<file path="config.mk">
export PLATFORM = sky130hd
export DESIGN_NAME = stq_seq_trig_flat
export DESIGN_NICKNAME = d
export VERILOG_FILES = /design/src/verilog/stq_pkg.sv /design/src/verilog/stq_if.sv /design/src/verilog/stq_seq_trig.sv /design/src/flat_wrapper.sv
export SDC_FILE = /design/constraint.sdc
export NUM_CORES = 1
export LEC_CHECK = 0
export BUFFER_PORTS_ARGS = -buffer_cell sky130_fd_sc_hd__buf_2
export CAP_MARGIN = 20
export CORE_MARGIN = 2
export CORE_UTILIZATION = 46
export DETAILED_ROUTE_END_ITERATION = 16
export SETUP_SLACK_MARGIN = 0.4
export SLEW_MARGIN = 20
export SYNTH_ARGS = -nofsm -noshare
export SYNTH_HDL_FRONTEND = slang
export SYNTH_SLANG_ARGS = --single-unit
</file>
<file path="constraint.sdc">
create_clock -name CLK -period 4.8 [get_ports CLK]
set_input_delay 0.24 -clock CLK [delete_from_list [all_inputs] [get_ports CLK]]
set_output_delay 0.24 -clock CLK [all_outputs]
set_load 0.02 [all_outputs]
</file>
<file path="src/verilog/stq_pkg.sv">
// shared constants and types for the sequential trigger and custom trigger
package stq_pkg;
	// ----------------------------------------
	// sizes
	// ----------------------------------------
	localparam int DATA_W = 8;
	localparam int PAT_W = 4;
	localparam int MAX_LEVELS = 10;
	localparam int LVL_W = 4;
	// ----------------------------------------
	// custom trigger pipeline depth in cycles
	// ----------------------------------------
	localparam int CUST_PIPE = 3;
	// ----------------------------------------
	// register map of the analyzer control port
	// ----------------------------------------
	localparam logic [3:0] REG_CTRL = 4'h0;
	localparam logic [3:0] REG_NLEVELS = 4'h1;
	localparam logic [3:0] REG_PATTERN = 4'h2;
	localparam logic [3:0] REG_STATUS = 4'h3;
	localparam logic [3:0] REG_LVL_BASE = 4'h4;
	localparam logic [3:0] REG_EXT_COND = 4'he;
	// ctrl bit positions
	localparam int CTRL_RUN = 0;
	localparam int CTRL_EXT_EN = 1;
	localparam int CTRL_SEGMENTED = 2;
	localparam int CTRL_STATE_MODE = 3;
	localparam int CTRL_RESTART = 4;
	// level condition fields: [7:0] mask, [15:8] value, [16] use custom
	localparam int LC_MASK_LSB = 0;
	localparam int LC_VAL_LSB = 8;
	localparam int LC_CUST = 16;
	// reset values
	localparam logic [7:0] CTRL_RST = 8'h00;
	localparam logic [3:0] NLEVELS_RST = 4'h1;
	localparam logic [16:0] LVL_RST = 17'h00000;
	localparam logic [PAT_W-1:0] PATTERN_RST = 4'h0;
	localparam logic [7:0] SEG_CNT_RST = 8'h00;

	typedef enum logic [1:0]
	{
		ST_IDLE = 2'b00,
		ST_EXT = 2'b01,
		ST_LEVELS = 2'b11,
		ST_DONE = 2'b10
	} stq_state_t;
endpackage

</file>
<file path="src/verilog/stq_if.sv">
// link between the analyzer trigger unit and the custom trigger module
`timescale 1ns/1ps
interface stq_if;
	import stq_pkg::*;
	logic acq_clk;
	logic reset;
	logic [DATA_W-1:0] data_in;
	logic [PAT_W-1:0] pattern_in;
	logic trigger_out;
	modport analyzer (output acq_clk, output reset, output data_in,
		output pattern_in, input trigger_out);
	modport custom (input acq_clk, input reset, input data_in,
		input pattern_in, output trigger_out);
endinterface

</file>
<file path="src/verilog/stq_seq_trig.sv">
// analyzer end: sequential trigger cascade driving the custom trigger link
// ----------------------------------------
// Functional notes
// - custom module clocked by acquisition clock
// - capture restart resets the custom module
// - custom decision based on data bus
// - runtime pattern changes custom behaviour
// - custom module gives one trigger bit
// - pattern width equals configured bit count
// - empty pattern means no pattern connected
// - analyzer aligns data to custom pipeline
// - one to ten levels, all satisfied
// - levels evaluated in order, last triggers
// - later segments trigger on last level
// - external trigger is level zero, first
// - sequential flow is the default mode
// - each level basic or advanced condition
// - both flows with segmented buffers
// ----------------------------------------
//
// Chosen here: the address-and-strobe port and the register addresses.
`timescale 1ns/1ps
module stq_seq_trig
	import stq_pkg::*;
#(
	parameter bit HAS_PATTERN = 1'b1
)
(
	input wire logic CLK,
	input wire logic RST_N,
	input wire logic [3:0] ADDR,
	input wire logic [31:0] WDATA,
	input wire logic WR,
	input wire logic RD,
	output logic [31:0] RDATA,
	input wire logic [DATA_W-1:0] PROBE,
	input wire logic EXT_TRIG,
	input wire logic STATE_TRIG,
	output logic BUF_TRIG,
	output logic SEG_DONE,
	stq_if.analyzer LNK
);
	import stq_pkg::*;

	// ----------------------------------------
	// registers
	// ----------------------------------------
	logic [7:0] ctrl_reg, ctrl_next;
	logic [LVL_W-1:0] nlev_reg, nlev_next;
	logic [PAT_W-1:0] pat_reg, pat_next;
	logic [16:0] lvl_reg [MAX_LEVELS];
	logic [16:0] lvl_next [MAX_LEVELS];
	logic [31:0] rdata_reg, rdata_next;
	logic cust_rst_reg, cust_rst_next;
	stq_state_t state_reg, state_next;
	logic [LVL_W-1:0] ptr_reg, ptr_next;
	logic first_seg_reg, first_seg_next;
	logic [7:0] seg_cnt_reg, seg_cnt_next;
	logic trig_reg, trig_next;
	logic seg_done_reg, seg_done_next;
	logic [DATA_W-1:0] dly_reg [CUST_PIPE];
	logic restart;
	logic cond_now;
	logic [LVL_W-1:0] last_lvl;

	// a level matches when masked probe equals value, or on the custom bit alone when LC_CUST is set
	function automatic logic lvl_match(input logic [16:0] c,
		input logic [DATA_W-1:0] d, input logic cust);
		logic basic;
		basic = ((d ^ c[LC_VAL_LSB +: DATA_W]) & c[LC_MASK_LSB +: DATA_W])
			== '0;
		lvl_match = c[LC_CUST] ? cust : basic;
	endfunction

	assign restart = WR && ADDR == REG_CTRL && WDATA[CTRL_RESTART];
	assign last_lvl = nlev_reg - 4'h1;

	// ----------------------------------------
	// register port
	// ----------------------------------------
	always_comb
	begin
		ctrl_next = ctrl_reg;
		nlev_next = nlev_reg;
		pat_next = pat_reg;
		lvl_next = lvl_reg;
		rdata_next = 32'h0;
		cust_rst_next = restart;
		if (WR)
		begin
			if (ADDR == REG_CTRL)
				ctrl_next = WDATA[7:0];
			else if (ADDR == REG_NLEVELS)
			begin
				// clamp to 1..10
				if (WDATA[3:0] == 4'h0)
					nlev_next = 4'h1;
				else if (WDATA[3:0] > 4'ha)
					nlev_next = 4'ha;
				else
					nlev_next = WDATA[3:0];
			end
			else if (ADDR == REG_PATTERN && !ctrl_reg[CTRL_RUN])
				pat_next = WDATA[PAT_W-1:0];
			else if (ADDR >= REG_LVL_BASE && ADDR < REG_EXT_COND)
				lvl_next[ADDR - REG_LVL_BASE] = WDATA[16:0];
		end
		if (RD)
		begin
			if (ADDR == REG_CTRL)
				rdata_next = {24'h0, ctrl_reg};
			else if (ADDR == REG_NLEVELS)
				rdata_next = {28'h0, nlev_reg};
			else if (ADDR == REG_PATTERN)
				rdata_next = {28'h0, pat_reg};
			else if (ADDR == REG_STATUS)
				rdata_next = {16'h0, seg_cnt_reg, ptr_reg, 1'b0,
					first_seg_reg, state_reg};
			else if (ADDR >= REG_LVL_BASE && ADDR < REG_EXT_COND)
				rdata_next = {15'h0, lvl_reg[ADDR - REG_LVL_BASE]};
		end
	end

	always_ff @(posedge CLK)
	begin
		if (!RST_N)
		begin
			ctrl_reg <= CTRL_RST; // sequential is default
			nlev_reg <= NLEVELS_RST;
			pat_reg <= PATTERN_RST;
			for (int i = 0; i < MAX_LEVELS; i++)
				lvl_reg[i] <= LVL_RST;
			rdata_reg <= 32'h0;
			cust_rst_reg <= 1'b1;
		end
		else
		begin
			ctrl_reg <= {ctrl_next[7:5], 1'b0, ctrl_next[3:0]};
			nlev_reg <= nlev_next;
			pat_reg <= pat_next;
			lvl_reg <= lvl_next;
			rdata_reg <= rdata_next;
			cust_rst_reg <= cust_rst_next;
		end
	end

	// ----------------------------------------
	// probe delay to line up with custom pipe
	// ----------------------------------------
	always_ff @(posedge CLK)
	begin
		if (!RST_N)
		begin
			for (int i = 0; i < CUST_PIPE; i++)
				dly_reg[i] <= '0;
		end
		else
		begin
			// probe waits CUST_PIPE cycles so both agree
			dly_reg[0] <= PROBE;
			for (int i = 1; i < CUST_PIPE; i++)
				dly_reg[i] <= dly_reg[i-1];
		end
	end

	// ----------------------------------------
	// sequential cascade
	// ----------------------------------------
	always_comb
	begin
		state_next = state_reg;
		ptr_next = ptr_reg;
		first_seg_next = first_seg_reg;
		seg_cnt_next = seg_cnt_reg;
		trig_next = 1'b0;
		cond_now = lvl_match(lvl_reg[ptr_reg], dly_reg[CUST_PIPE-1],
			LNK.trigger_out);
		case (state_reg)
			ST_IDLE:
			begin
				if (ctrl_reg[CTRL_RUN])
					// external trigger goes first
					state_next = ctrl_reg[CTRL_EXT_EN] ? ST_EXT : ST_LEVELS;
				ptr_next = first_seg_reg ? 4'h0 : last_lvl;
			end
			ST_EXT:
			begin
				if (EXT_TRIG)
					state_next = ST_LEVELS;
			end
			ST_LEVELS:
			begin
				if (ctrl_reg[CTRL_STATE_MODE])
				begin
					// state flow lives elsewhere; pass its trigger on
					if (STATE_TRIG)
					begin
						trig_next = 1'b1;
						state_next = ST_DONE;
					end
				end
				else if (cond_now)
				begin
					if (ptr_reg >= last_lvl)
					begin
						trig_next = 1'b1;
						state_next = ST_DONE;
					end
					else
						ptr_next = ptr_reg + 4'h1; // one step
				end
			end
			default:
			begin
				// segmented: re-arm on last level only
				if (ctrl_reg[CTRL_SEGMENTED])
				begin
					first_seg_next = 1'b0;
					seg_cnt_next = seg_cnt_reg + 8'h01;
					ptr_next = last_lvl;
					state_next = ST_LEVELS;
				end
			end
		endcase
		if (restart || !ctrl_reg[CTRL_RUN])
		begin
			state_next = ST_IDLE;
			ptr_next = 4'h0;
			first_seg_next = 1'b1;
			seg_cnt_next = SEG_CNT_RST;
		end
		// registered so the pin comes straight from a flop
		seg_done_next = trig_next && !first_seg_reg;
	end

	always_ff @(posedge CLK)
	begin
		if (!RST_N)
		begin
			state_reg <= ST_IDLE;
			ptr_reg <= 4'h0;
			first_seg_reg <= 1'b1;
			seg_cnt_reg <= SEG_CNT_RST;
			trig_reg <= 1'b0;
			seg_done_reg <= 1'b0;
		end
		else
		begin
			state_reg <= state_next;
			seg_done_reg <= seg_done_next;
			ptr_reg <= ptr_next;
			first_seg_reg <= first_seg_next;
			seg_cnt_reg <= seg_cnt_next;
			trig_reg <= trig_next;
		end
	end

	// ----------------------------------------
	// outputs and link
	// ----------------------------------------
	assign RDATA = rdata_reg;
	assign BUF_TRIG = trig_reg;
	assign SEG_DONE = seg_done_reg;
	assign LNK.acq_clk = CLK;
	assign LNK.reset = cust_rst_reg; // restart pulses it
	assign LNK.data_in = PROBE;
	// no pattern configured: drive zero, leave input unused
	assign LNK.pattern_in = HAS_PATTERN ? pat_reg : '0;
endmodule // stq_seq_trig
</file>
<file path="src/flat_wrapper.sv">
// flat-port wrapper written by rule: the top's interface ports become plain ports
module stq_seq_trig_flat import stq_pkg::*;
#(
	parameter bit HAS_PATTERN = 1'b1
)
  (CLK, RST_N, ADDR, WDATA, WR, RD, RDATA, PROBE, EXT_TRIG, STATE_TRIG, BUF_TRIG, SEG_DONE, LNK_acq_clk, LNK_reset, LNK_data_in, LNK_pattern_in, LNK_trigger_out);
  stq_if LNK_i ();
  input wire logic CLK;
  input wire logic RST_N;
  input wire logic [3:0] ADDR;
  input wire logic [31:0] WDATA;
  input wire logic WR;
  input wire logic RD;
  output logic [31:0] RDATA;
  input wire logic [DATA_W-1:0] PROBE;
  input wire logic EXT_TRIG;
  input wire logic STATE_TRIG;
  output logic BUF_TRIG;
  output logic SEG_DONE;
  output wire logic [$bits(LNK_i.acq_clk)-1:0] LNK_acq_clk;
  output wire logic [$bits(LNK_i.reset)-1:0] LNK_reset;
  output wire logic [$bits(LNK_i.data_in)-1:0] LNK_data_in;
  output wire logic [$bits(LNK_i.pattern_in)-1:0] LNK_pattern_in;
  input wire logic [$bits(LNK_i.trigger_out)-1:0] LNK_trigger_out;
  assign LNK_acq_clk = LNK_i.acq_clk;
  assign LNK_reset = LNK_i.reset;
  assign LNK_data_in = LNK_i.data_in;
  assign LNK_pattern_in = LNK_i.pattern_in;
  assign LNK_i.trigger_out = LNK_trigger_out;
  stq_seq_trig #(.HAS_PATTERN(HAS_PATTERN)) u_core (.CLK(CLK), .RST_N(RST_N), .ADDR(ADDR), .WDATA(WDATA), .WR(WR), .RD(RD), .RDATA(RDATA), .PROBE(PROBE), .EXT_TRIG(EXT_TRIG), .STATE_TRIG(STATE_TRIG), .BUF_TRIG(BUF_TRIG), .SEG_DONE(SEG_DONE), .LNK(LNK_i));
endmodule
</file>
# Yosys cells after proc, flatten, opt, wreduce, memory -nomap -nowiden
# Memories as Yosys holds them, arrays and structs flattened.
# Cells that the tools add are included.
# word_totals
reg_bits	236
ramBits	24
inputBits	51
out_inout_bits	48
wordCells	135
memories	1
# op_classes
n_addsub	4
n_lt_le_gt_ge	7
n_eq_ne	13
n_mux	42
n_bitwise	15
reduce_logical	28
# memory_table
memory	depth	width	read_ports	rd_clocked_by_memory_dff	write_ports	line	rtl
u_core.dly_reg	3	8	3	0	3	stq_seq_trig.sv:61	logic [DATA_W-1:0] dly_reg [CUST_PIPE];
# ops
op	n
170-bit bitwise mux	1
17-bit binary-select mux with 4-bit select	2
17-bit 2-to-1 mux	5
17-bit demux with 4-bit select	1
8-bit 2-to-1 mux	6
16-bit 2-to-1 mux	2
4-bit 2-to-1 mux	7
2-bit 2-to-1 mux	8
4-bit case mux with 3 select lines	1
5-bit greater-or-equal comparator (second input constant)	2
4-bit NOT with 5-bit output	2
5-bit AND reduction	2
8-bit by 1-bit adder with 8-bit output (second input constant)	1
8-bit AND	1
4-bit by 2-bit equality test with 1-bit output (second input constant)	2
4-bit logical NOT	2
8-bit logical NOT	1
1-bit 2-to-1 mux	8
1-bit NOT	8
8-bit bitwise XOR	1
7-bit OR reduction	1
1-bit logical AND	6
2-bit inequality test (second input constant)	3
3-bit by 1-bit inequality test with 1-bit output (second input constant)	2
other kinds (28)	34

# Longest topological paths before layout
# logic_depth
word_depth	12
ltp_mapped	13
mapped_depth_nobuf	10

==> out/results.env <==
USE_MET2=0.433
DRT_WL_TOTAL_MM=38.5
GR-TOTAL-OVERFLOW=0
SLEW_HEADROOM=0.333
LARGEST_REGISTER_FF_COUNT=170
MOST-COMMON-LAYOUT-CELLS='sky130_fd_sc_hd__nand2_1, sky130_fd_sc_hd__dfxtp_1, sky130_fd_sc_hd__a21oi_1'
LAYOUTNONFILLERINSTCOUNT=1807
PATH_CLASS='flip-flop to flip-flop'
REPORT.FINAL.HOLD_VIOL_COUNT=0
CAP_VIOL_MAX_COUNT=0
WORSTPATHCELLLIST='buf_4 > mux2_2 > and3_1 > or4_1 > a22o_1 > o2111a_1 > a32o_2 > a22oi_2 > a211oi_1 > a211oi_2'
YS_WARN_COUNT=0
DESIGN.DIE.AREA_MM2=0.0278
CLOCK_SLEW_AT_REPORTED_PATH_FFS_NS=0.06
VIA_PER_INST=5.79
FIRST_GLOBAL_VIAS=9819
MEAN_INSTANCE_SIZE_IN_THE_SYNTHESIZED_NETLIST_UM2=8.65
SYNTH_AREA_LEADER_CELL='sky130_fd_sc_hd__dfxtp_1'
MIN_DELAY_PATH_DEPTH=3
SETUP-TNS-FINAL_NS=0
YS_SEQ_ELEMENTS=244
CRITICAL_PATH.ENDPOINT_TYPE='flip-flop'
TIMING.CRITICAL_PATH.ARRIVAL_NS=3.99
POWER.IR.VDD_WORST_mV=0.290
POWER_DENSITY_OVER_THE_CELLS_mW_PER_MM2=327
FINALPOWER_mW=4.55
MIN_PATH_TYPE='input port to flip-flop'
REPORT.FINAL.SETUP_VIOL=0
BUFFER_PORTS.INSERTED=68
DIE_WIDTH_UM=167
STATUS='finished clean'
GRTUSAGEMET3=0.0580
MOSTFREQUENTLAYOUTCELL='sky130_fd_sc_hd__nand2_1'
POST_CTS_RESIZED=0
SYN_TO_FINAL_GROWTH_PCT=13.9
SKEW_NS=0.0157
POST_DRT_WL_PER_CELL_UM=21.3
DRIVE_ABOVE_1_SHARE=0.157
PLACED_CELLS=1731
WORST_EP_REQUIRED_TIME_NS=5.37
CTS-HOLD-FIX-BUFFERS=26
ROUTABILITY_CONGESTION_ESTIMATE=0.865
PLACEMENT_ROW_COUNT=59
SYNTH-MAIN-FF-CELL='sky130_fd_sc_hd__dfxtp_1'
SYNTH-EDFF-COUNT=0
STARTPOINT_TYPE='flip-flop'
ANTENNA_FOUND_INITIAL=3
SYNTH_TOP_CELL_AREA_SHARE=0.400
WORST_R2R_PATH_DEPTH=10
FINAL_CYCLE_UTILIZATION_OF_THE_CRITICAL_PATH=0.714
BOUNDARYPINS=99
CRITPATHSLOWESTCELL='sky130_fd_sc_hd__dfxtp_2'
POST-ROUTE-DRC-COUNT=0
SYNTH_ASYNC_SR_FLOP_SHARE=0
DIE_H_UM=167
DETAILED_PLACE_HPWL_MM=24.9
GRT_START_MAX_NET_PINS=88
GRT.TOTAL_USAGE=0.274
SYNTH_CELL_TYPE_COUNT=61
SYNTH-SEQ-AREA-SHARE=0.400
GRT_FIRST_PASS_WIRELENGTH_MM=59.1
GRT.BUSIEST_LAYER='met2'
NNETSFINAL=1522
MIN_PERIOD_NS=3.43
LEAKAGE_nW=4.90
DRT_PRE_ANTENNA_ITERS=7
TRITONCTS_CLOCK_TREE='done'
DR_TOTAL_VIAS=10500
DETAIL_ROUTE.ITER0.VIOLATIONS=1177
SYNTH_AREA_MM2=0.0122
CORE_AREA_MM2=0.0261
SYN_INST=1410
POSTCTSSETUPBUFFERS=0
TIMING_WORST_SLEW_PIN_VALUE_NS=1.00
GLOBALROUTEMET1UTIL=0.374
FILLER_CELL_COUNT=2449
FINAL_ANTENNA_NET_COUNT=0
GRT_SETUP_UNREPAIRED='false'
TIMING.CRITICAL_PATH.SLOWEST_CELL_DELAY_NS=0.68
TIMING.FINAL.MAX_SLEW_VIOLATIONS=0
STARTING_UTILIZATION_OF_THE_CORE_AREA=0.468
SYNTH.AREA.TOP_CELLS='sky130_fd_sc_hd__dfxtp_1, sky130_fd_sc_hd__nand2_1, sky130_fd_sc_hd__mux4_2'
TIMING.CRITICAL_PATH.FANOUT_MAX=19
MAX_CLOCK_FREQ_GHz=0.292
CLK_LATENCY_NS=0.66
-- critical path: cells and delay by family, from the launching register on --
family / cells / cell delay [ns]
compound gates: 6 / 1.20
buf+inv: 1 / 0.41
flops: 1 / 0.68
mux: 1 / 0.40
simple gates: 2 / 0.64
-- kinds of logic after synthesis --
| family | synth area share |
|---|---|
| XOR/XNOR | 0.0101 |
| AO/OA/AOI/OAI | 0.142 |
| other | 0.000307 |
| multiplexers | 0.182 |
| buffers and inverters | 0.0586 |
| adder cells (fa/ha/maj) | 0.0174 |
| flip-flops | 0.400 |
| AND/OR/NAND/NOR | 0.189 |
-- path summary, 6_finish.rpt --
kind / startpoint / endpoint / slack (ns)
worst max-delay path: u_core.ptr_reg[0]$_SDFFE_PP0P_ / u_core.state_reg[0]$_SDFFE_PP0P_ / 1.37
worst min-delay path: RD / u_core.RDATA[1]$_SDFF_PN0_ / 0.05
worst max register to register: u_core.ptr_reg[0]$_SDFFE_PP0P_ / u_core.state_reg[0]$_SDFFE_PP0P_ / 1.37
worst min register to register: u_core.dly_reg[0][4]$_SDFF_PN0_ / u_core.dly_reg[0][12]$_SDFF_PN0_ / 0.43
-- per-layer routing --
metal  vias up  share of wire
li1       4911              -
met1      4979           0.42
met2       481           0.45
met3        85          0.091
met4         4          0.032
met5         -        0.00067
-- cell usage after synthesis (all sizes together), types with 2 or more instances --
master / count
nand4: 4
nand3: 9
o22ai: 3
nor3b: 3
buf: 54
nor2: 84
or3: 3
xnor2: 5
a21o: 5
a21boi: 32
and3: 6
nor3: 12
nand2b: 8
clkbuf: 78
nand2: 378
inv: 14
o221ai: 3
a211oi: 11
mux2i: 73
or2: 6
ha: 17
or4: 2
o32ai: 5
a22o: 2
mux4: 62
o31ai: 2
o211a: 3
o21ai: 23
clkinv: 4
a31oi: 4
and2: 29
nor4: 2
a22oi: 15
a222oi: 3
nor2b: 7
dfxtp: 244
mux2: 8
xor2: 9
a21oi: 162
-- layout make-up --
type,instances,area (um2),share of cell area
clock inverter,4,76.3,0.00549
multi-input combinational,1030,6670,0.480
sequential,244,4890,0.352
inverter,18,70.1,0.00504
antenna,1,2.50,0.000180
timing repair buffer,129,906,0.0652
tap,335,419,0.0302
clock buffer,46,862,0.0620
-- power breakdown --
part           internal [mW]  total (mW)  switching [mW]
Sequential              2.05        2.06          0.0147
Combinational         0.0955       0.290           0.195
Clock                   1.33        2.20           0.867
-- per-stage QoR --
stage	setup slack, ns	cell area [um2]	hold WS [ns]	util
global route	1.24	13900	0.0835	0.533
CTS	1.39	13900	0.0322	0.533
detailed placement	1.42	12700	0.374	0.487
global placement	1.46	12700	0.374	0.487
floorplan	1.82	12300	0.353	-
finish	1.37	13900	0.0450	0.533
Power figures use the tool's default switching activity.
